===== src/ads_pkg.sv =====
package ads_pkg;

	// ==========================================================
	// widths
	localparam int SEG_W = 8;
	localparam int ADDR_W = 10;
	localparam int DATA_W = 32;
	localparam int IDX_W = 8;
	localparam int IRQ_W = 3;

	// ==========================================================
	// register indices, byte address is index times four
	localparam logic [7:0] IDX_CALIB_RESULT = 8'h25;
	localparam logic [7:0] IDX_AM_LEVEL = 8'h26;
	localparam logic [7:0] IDX_NORM_LEVEL = 8'h27;
	localparam logic [7:0] IDX_CONTROL = 8'h30;
	localparam logic [7:0] IDX_IRQ_STATUS = 8'h31;
	localparam logic [7:0] IDX_IRQ_MASK = 8'h32;

	// ==========================================================
	// reset values and special patterns
	localparam logic [7:0] RST_CALIB_RESULT = 8'h00;
	localparam logic [7:0] RST_LEVEL = 8'h00;
	localparam logic [7:0] SEG_ALL_OFF = 8'hff;
	localparam logic [2:0] RST_IRQ = 3'h0;

	// ==========================================================
	// field positions
	localparam int CTRL_AM_SRC_BIT = 0;
	localparam int CTRL_RESTORE_BIT = 1;
	localparam int IRQ_CALIB_DONE = 0;
	localparam int IRQ_CALIB_ERR = 1;
	localparam int IRQ_RESTORED = 2;

	// ==========================================================
	// bus handshake states
	typedef enum logic [1:0] {
		BUS_IDLE = 2'b01,
		BUS_ANSWER = 2'b10
	} ads_bus_state_t;

endpackage : ads_pkg


===== src/ads_bus_slave.sv =====
`timescale 1ns/1ps
module ads_bus_slave (
	// clock and reset
	input wire logic clk,
	input wire logic rst_b,
	// avalon-mm slave
	input wire logic [ads_pkg::ADDR_W-1:0] address,
	input wire logic read,
	input wire logic write,
	input wire logic [ads_pkg::DATA_W-1:0] writedata,
	input wire logic [3:0] byteenable,
	output logic [ads_pkg::DATA_W-1:0] readdata,
	output logic waitrequest,
	// register file side
	output logic [ads_pkg::IDX_W-1:0] regIndex,
	output logic regWrite,
	output logic [ads_pkg::SEG_W-1:0] regWdata,
	input wire logic [ads_pkg::SEG_W-1:0] regReadData
);

	// ==========================================================
	// state
	typedef struct packed {
		ads_pkg::ads_bus_state_t st;
		logic waitReq;
		logic [ads_pkg::DATA_W-1:0] rdata;
	} ads_bus_t;

	ads_bus_t bus_ff;
	ads_bus_t nxt_bus;

	// ==========================================================
	// one wait state; write lands on the completing edge
	always_comb begin
		nxt_bus = bus_ff;
		regWrite = 1'b0;
		case (bus_ff.st)
			ads_pkg::BUS_IDLE: begin
				if (read || write) begin
					nxt_bus.st = ads_pkg::BUS_ANSWER;
					nxt_bus.waitReq = 1'b0;
					nxt_bus.rdata = read ? {24'h000000, regReadData} : 32'h00000000;
				end
			end
			ads_pkg::BUS_ANSWER: begin
				// only lane 0 carries register bits
				regWrite = write && byteenable[0];
				nxt_bus.st = ads_pkg::BUS_IDLE;
				nxt_bus.waitReq = 1'b1;
			end
			default: begin
				nxt_bus.st = ads_pkg::BUS_IDLE;
				nxt_bus.waitReq = 1'b1;
			end
		endcase
	end

	always_ff @(posedge clk) begin
		if (!rst_b) begin
			bus_ff.st <= ads_pkg::BUS_IDLE;
			bus_ff.waitReq <= 1'b1;
			bus_ff.rdata <= 32'h00000000;
		end else begin
			bus_ff <= nxt_bus;
		end
	end

	assign regIndex = address[ads_pkg::ADDR_W-1:2];
	assign regWdata = writedata[ads_pkg::SEG_W-1:0];
	assign readdata = bus_ff.rdata;
	assign waitrequest = bus_ff.waitReq;

endmodule : ads_bus_slave


===== src/ads_segment_select.sv =====
`timescale 1ns/1ps
module ads_segment_select #(
	parameter int SegW = ads_pkg::SEG_W
) (
	// clock and reset
	input wire logic clk,
	input wire logic rst_b,
	// patterns and modulation state
	input wire logic modState,
	input wire logic [SegW-1:0] normPattern,
	input wire logic [SegW-1:0] modPattern,
	input wire logic restore,
	// driver stage
	output logic [SegW-1:0] segDisable,
	output logic tristate
);

	// ==========================================================
	// state
	typedef struct packed {
		logic [SegW-1:0] seg;
		logic tri3;
	} ads_sel_t;

	ads_sel_t sel_ff;
	ads_sel_t nxt_sel;

	// one register stage: all bits swap on one edge, no mixed pattern
	always_comb begin
		nxt_sel = sel_ff;
		nxt_sel.seg = modState ? modPattern : normPattern;
		nxt_sel.tri3 = !modState && (normPattern == {SegW{1'b1}});
		if (restore) begin
			nxt_sel.seg = {SegW{1'b0}};
			nxt_sel.tri3 = 1'b0;
		end
	end

	always_ff @(posedge clk) begin
		if (!rst_b) begin
			sel_ff.seg <= {SegW{1'b0}};
			sel_ff.tri3 <= 1'b0;
		end else begin
			sel_ff <= nxt_sel;
		end
	end

	assign segDisable = sel_ff.seg;
	assign tristate = sel_ff.tri3;

endmodule : ads_segment_select


===== src/ads_segment_ctrl.sv =====
// Added by the designer: the Avalon-MM slave port.
`timescale 1ns/1ps
// What this block does
// - calibration command loads result register with segments to disable when modulated
// - failed calibration writes all ones into the result register
// - result register clears at reset and on restore-defaults
// - manual source: set bits of modulated-level register disable segments when modulated
// - set bits of normal-level register disable segments during normal transmission
// - eight binary-weighted segments, one control bit each per register
// - bit 7 drives the strongest segment, bit 0 the weakest
// - normal-level register all ones puts the drivers in tristate during normal transmission, not when modulated
// - both level registers clear at reset and on restore-defaults
// - source select picks manual level or calibrated level for modulation
module ads_segment_ctrl (
	// clock and reset
	input wire logic clk,
	input wire logic rst_b,
	// avalon-mm slave
	input wire logic [ads_pkg::ADDR_W-1:0] address,
	input wire logic read,
	input wire logic write,
	input wire logic [ads_pkg::DATA_W-1:0] writedata,
	input wire logic [3:0] byteenable,
	output logic [ads_pkg::DATA_W-1:0] readdata,
	output logic waitrequest,
	// calibration engine and commands
	input wire logic calibDone,
	input wire logic calibFail,
	input wire logic [ads_pkg::SEG_W-1:0] calibSegmentFlag,
	input wire logic restoreDefaults,
	// transmitter
	input wire logic modState,
	output logic [ads_pkg::SEG_W-1:0] antennaDriverOutputOff,
	output logic antennaDriverOutputTristate,
	// interrupt
	output logic irq
);

	// ==========================================================
	// state
	typedef struct packed {
		logic [ads_pkg::SEG_W-1:0] calibResult;
		logic [ads_pkg::SEG_W-1:0] amLevel;
		logic [ads_pkg::SEG_W-1:0] normLevel;
		logic amLevelSourceSelect;
		logic [ads_pkg::IRQ_W-1:0] irqStatus;
		logic [ads_pkg::IRQ_W-1:0] irqMask;
		logic irq;
	} ads_ctrl_t;

	ads_ctrl_t s_ff;
	ads_ctrl_t nxt_s;

	logic [ads_pkg::IDX_W-1:0] regIndex;
	logic regWrite;
	logic [ads_pkg::SEG_W-1:0] regWdata;
	logic [ads_pkg::SEG_W-1:0] regReadData;
	logic restore;
	logic [ads_pkg::IRQ_W-1:0] events;
	logic [ads_pkg::SEG_W-1:0] modPattern;

	// ==========================================================
	// bus slave
	ads_bus_slave u_bus (
		.clk(clk),
		.rst_b(rst_b),
		.address(address),
		.read(read),
		.write(write),
		.writedata(writedata),
		.byteenable(byteenable),
		.readdata(readdata),
		.waitrequest(waitrequest),
		.regIndex(regIndex),
		.regWrite(regWrite),
		.regWdata(regWdata),
		.regReadData(regReadData)
	);

	// ==========================================================
	// commands and events
	assign restore = restoreDefaults ||
		(regWrite && regIndex == ads_pkg::IDX_CONTROL &&
		regWdata[ads_pkg::CTRL_RESTORE_BIT]);

	always_comb begin
		events = ads_pkg::RST_IRQ;
		events[ads_pkg::IRQ_CALIB_DONE] = calibDone && !calibFail;
		events[ads_pkg::IRQ_CALIB_ERR] = calibDone && calibFail;
		events[ads_pkg::IRQ_RESTORED] = restore;
	end

	// ==========================================================
	// register file
	always_comb begin
		nxt_s = s_ff;
		if (regWrite) begin
			case (regIndex)
				ads_pkg::IDX_AM_LEVEL: nxt_s.amLevel = regWdata;
				ads_pkg::IDX_NORM_LEVEL: nxt_s.normLevel = regWdata;
				ads_pkg::IDX_CONTROL: begin
					nxt_s.amLevelSourceSelect =
						regWdata[ads_pkg::CTRL_AM_SRC_BIT];
				end
				ads_pkg::IDX_IRQ_STATUS: begin
					nxt_s.irqStatus = s_ff.irqStatus &
						~regWdata[ads_pkg::IRQ_W-1:0];
				end
				ads_pkg::IDX_IRQ_MASK: nxt_s.irqMask = regWdata[ads_pkg::IRQ_W-1:0];
				// result register is not writable by software
				ads_pkg::IDX_CALIB_RESULT: nxt_s.calibResult = s_ff.calibResult;
				default: nxt_s = nxt_s;
			endcase
		end
		if (calibDone) begin
			// a failed run reports every segment as off
			nxt_s.calibResult = calibFail ? ads_pkg::SEG_ALL_OFF :
				calibSegmentFlag;
		end
		// restore-defaults beats a calibration finishing in the same cycle
		if (restore) begin
			nxt_s.calibResult = ads_pkg::RST_CALIB_RESULT;
			nxt_s.amLevel = ads_pkg::RST_LEVEL;
			nxt_s.normLevel = ads_pkg::RST_LEVEL;
			nxt_s.amLevelSourceSelect = 1'b0;
		end
		// set beats clear so no event is lost
		nxt_s.irqStatus = nxt_s.irqStatus | events;
		nxt_s.irq = |(nxt_s.irqStatus & nxt_s.irqMask);
	end

	always_ff @(posedge clk) begin
		if (!rst_b) begin
			s_ff.calibResult <= ads_pkg::RST_CALIB_RESULT;
			s_ff.amLevel <= ads_pkg::RST_LEVEL;
			s_ff.normLevel <= ads_pkg::RST_LEVEL;
			s_ff.amLevelSourceSelect <= 1'b0;
			s_ff.irqStatus <= ads_pkg::RST_IRQ;
			s_ff.irqMask <= ads_pkg::RST_IRQ;
			s_ff.irq <= 1'b0;
		end else begin
			s_ff <= nxt_s;
		end
	end

	// ==========================================================
	// read mux, unmapped reads return zero
	always_comb begin
		regReadData = 8'h00;
		case (regIndex)
			ads_pkg::IDX_CALIB_RESULT: regReadData = s_ff.calibResult;
			ads_pkg::IDX_AM_LEVEL: regReadData = s_ff.amLevel;
			ads_pkg::IDX_NORM_LEVEL: regReadData = s_ff.normLevel;
			ads_pkg::IDX_CONTROL: begin
				regReadData[ads_pkg::CTRL_AM_SRC_BIT] = s_ff.amLevelSourceSelect;
			end
			ads_pkg::IDX_IRQ_STATUS: regReadData[ads_pkg::IRQ_W-1:0] = s_ff.irqStatus;
			ads_pkg::IDX_IRQ_MASK: regReadData[ads_pkg::IRQ_W-1:0] = s_ff.irqMask;
			default: regReadData = 8'h00;
		endcase
	end

	// ==========================================================
	// segment drive; bit n maps straight to segment n, bit 7 strongest
	// automatic source uses the calibrated result pattern
	assign modPattern = s_ff.amLevelSourceSelect ? s_ff.amLevel :
		s_ff.calibResult;

	ads_segment_select #(
		.SegW(ads_pkg::SEG_W)
	) u_sel (
		.clk(clk),
		.rst_b(rst_b),
		.modState(modState),
		.normPattern(s_ff.normLevel),
		.modPattern(modPattern),
		.restore(restore),
		.segDisable(antennaDriverOutputOff),
		.tristate(antennaDriverOutputTristate)
	);

	assign irq = s_ff.irq;
endmodule : ads_segment_ctrl


===== config.mk =====
export PLATFORM = sky130hd
export DESIGN_NAME = ads_segment_ctrl
export DESIGN_NICKNAME = d
export VERILOG_FILES = /design/src/ads_pkg.sv /design/src/ads_bus_slave.sv /design/src/ads_segment_select.sv /design/src/ads_segment_ctrl.sv
export SDC_FILE = /design/constraint.sdc
export NUM_CORES = 1
export LEC_CHECK = 0
export ABC_CLOCK_PERIOD_IN_PS = 2050
export BUFFER_PORTS_ARGS = -buffer_cell sky130_fd_sc_hd__clkbuf_2
export CORE_MARGIN = 5
export CORE_UTILIZATION = 40
export DETAILED_ROUTE_END_ITERATION = 10
export PLACE_DENSITY = 0.7
export SYNTH_ARGS = -nofsm -noshare
export SYNTH_HDL_FRONTEND = slang
export SYNTH_HIERARCHICAL = 1
export SYNTH_SLANG_ARGS = --single-unit

===== constraint.sdc =====
create_clock -name clk -period 2.05 [get_ports clk]
set_clock_uncertainty 0.2 [all_clocks]
set_input_delay 0.205 -clock clk [delete_from_list [all_inputs] [get_ports clk]]
set_output_delay 0.205 -clock clk [all_outputs]
set_load 0.005 [all_outputs]

==> metrics.md <==
| Metric | Value |
|---|---|
| Row Count | `29` |
| Design area | `2980 um^2` |
| Fin. Hold Viols | `0` |
| Crit path max-delay cell type | `dfxtp_1` |
| Core area | `6420 um^2` |
| Fmax | `517 MHz` |
| Die Wd | `91.7 um` |
| DP Area | `2760 um^2` |
| Wirelength per Cell | `14.8 um` |
| Maxcap violations | `0` |
| Global Route met3 Usage | `0.0311` |
| Max Slew Vio Count | `0` |
| Status | `completed` |
| CP endpoint kind | `flop` |
| Number of flops mapped to enable cells by yosys | `0` |
| Max clock buf depth | `2` |
| IO Pins | `105` |
| M1 GR Usage | `0.174` |
| Synthesis-to-finish area growth | `11.7%` |
| Initial Util | `0.415` |
| CP Launch Type | `flop` |
| TNS Setup | `0 ns` |
| Syn Inst Count | `276` |
| Tcrit/Tclk final | `0.943` |
| Overflow after GRT | `0` |
| Main synth FF type | `dfxtp_1` |
| Clock sink count | `51` |
| Remaining antenna violation count | `0` |
| CTS tree | `built` |
| Synth area leaders | `dfxtp_1 (38%), buf_4 (14%), mux2i_1 (10%)` |
| CP Cell Sequence | `and4b_1, nor3b_2, a41oi_1, inv_1, nand2b_1, nor4_2` |
| Routability cong. | `0.845` |
| First-pass GRT wire length | `9680 um` |
| Post-synthesis average cell area | `9.67 um^2` |
| PortBufs | `51` |
| CP required | `2.05 ns` |
| Cell variety after synth | `40` |
| Final Setup Violations | `0` |
| Initial antenna violation count | `0` |
| Die area | `8400 um^2` |
| FFs w/ async S/R, synth | `0` |
| CTS buffer count | `5` |
| Root Driver | `clkbuf_8` |
| CP top delay family | `simple AND/OR/NAND/NOR gates` |
| Total Routing Usage GR | `0.142` |
| Buf+Inv Stages, Crit Path | `1` |
| Post-Route WL | `5890 um` |
| Final HPWL DP | `4450 um` |
| Synthesized area | `2670 um^2` |
| Seq/Total Area, Yosys | `0.383` |
| GR peak layer | `met2` |
| Grt met2 use | `0.251` |
| Nets@finish | `381` |
| Iteration-0 DRC count of the detailed router | `75` |
| Flops & latches, synth | `51` |
| Setup repair after global routing missed its margin | `no` |
| Vias per cell | `4.93` |
| Largest area contributor in the netlist | `dfxtp_1` |
| HP Class | `input pin to flop` |
| Final core occ | `0.464` |
| Remaining DRCs | `0` |
| Ys Warns | `6` |
| Clk_lat worst skew | `0.30 ns` |
| Cell Pwr Density | `599 nW/um^2` |
| # diodes | `0` |
| Drt first pass iters | `4` |
| Htree depth | `2` |
| Routed via count | `1959` |
| Post-CTS setup buffer count | `0` |
| Setup CP Type | `flop to flop` |
| Worst IR Drop VDD | `0.248 mV` |
| Largest net degree at the start of global routing | `26` |
| Yosys top cell area share | `0.383` |
| Lkg Pwr | `1.42 nW` |
| Vias in the first global route | `2024` |
| Post-route minimum period | `1.93 ns` |
| Max incr delay on CP | `0.36 ns` |
| WP data arrival | `1.94 ns` |
| Clk slew on worst S/H paths | `0.09 ns` |
| Crit Path Max Fanout | `3` |
| Die H | `91.7 um` |
| Layout cells sized above 1 | `0.297` |
| Most frequent cells in the layout | `clkbuf_2 (51), dfxtp_1 (51), nor2_1 (38), mux2i_1 (27), conb_1 (24)` |
| Total power | `1.78 mW` |
## flip-flops by register name, summed over array words and instances (netlist names)
register,flops
irq,1
s_ff,31
u_sel/tristate,1
u_bus/readdata,8
u_bus/bus_ff,2
u_sel/segDisable,8
## report_power, final
part | internal, mW | total [mW] | switching, mW | leakage (nW)
registers | 1.01 | 1.02 | 0.0126 | 0.413
logic | 0.0990 | 0.208 | 0.109 | 0.966
clock network | 0.240 | 0.556 | 0.316 | 0.0422
## routing by layer
metal | wire length [um] | vias up
li1 | - | 978
met4 | 59 | 0
met2 | 2950 | 52
met3 | 319 | 5
met1 | 2560 | 924
met5 | 0 | -
## cell type report
cell class | instances | area [um^2]
multi-input combinational | 182 | 1290
timing repair buffer | 74 | 473
fill | 603 | 3440
clock inverter | 1 | 5.00
clock buffer | 7 | 76.3
tap | 77 | 96.3
inverter | 5 | 18.8
sequential | 51 | 1020
## cell families after synthesis
group | share of synthesized area
buf+inv | 0.168
mux | 0.169
other cells | 0.00141
flops | 0.383
simple gates | 0.166
compound gates | 0.113
## synth_stat cells, drive strengths merged (3+ instances only)
master,number
buf,54
mux2,16
clkbuf,7
nand3,5
a22oi,10
inv,5
dfxtp,51
a22o,10
nor2b,8
o22ai,10
nand2,5
nand2b,3
nor2,38
nand4,4
mux2i,27
## metrics by stage
| stage | std cells | worst slack (ns) | hold WS (ns) |
|---|---|---|---|
| after global routing | 397 | 0.0145 | 0.0219 |
| after CTS | 397 | 0.106 | 0.00344 |
| after global placement | 376 | 0.129 | 0.254 |
| after detailed placement | 376 | 0.128 | 0.255 |
| after floorplan | 299 | 0.132 | 0.0979 |
| final | 397 | 0.117 | 0.0145 |
## worst paths after layout
kind | startpoint | to | slack, ns | cells past startpoint
worst max-delay path | u_bus/bus_ff[33]$_SDFFE_PN1P_ | u_sel/tristate$_SDFF_PP0_ | 0.12 | 6
worst min register to register | u_bus/readdata[0]$_SDFFE_PN0P_ | u_bus/readdata[0]$_SDFFE_PN0P_ | 0.28 | 1
worst max register to register | u_bus/bus_ff[33]$_SDFFE_PN1P_ | u_sel/tristate$_SDFF_PP0_ | 0.12 | 6
worst min-delay path | writedata[2] | s_ff[18]$_SDFFE_PP0P_ | 0.01 | 3
## tightest hold or removal path, stage by stage
cell and delay [ns]:
clkbuf_2 0.13, mux2i_1 0.08, nor2_1 0.07
## timing repair
| action | in CTS | in global routing |
|---|---|---|
| hold buffers | 13 | 0 |
| endpoints found under the hold margin | 18 | 0 |
| resized for setup | 0 | 1 |
| setup endpoints to repair | 0 | 7 |
Power figures use the tool's default switching activity.
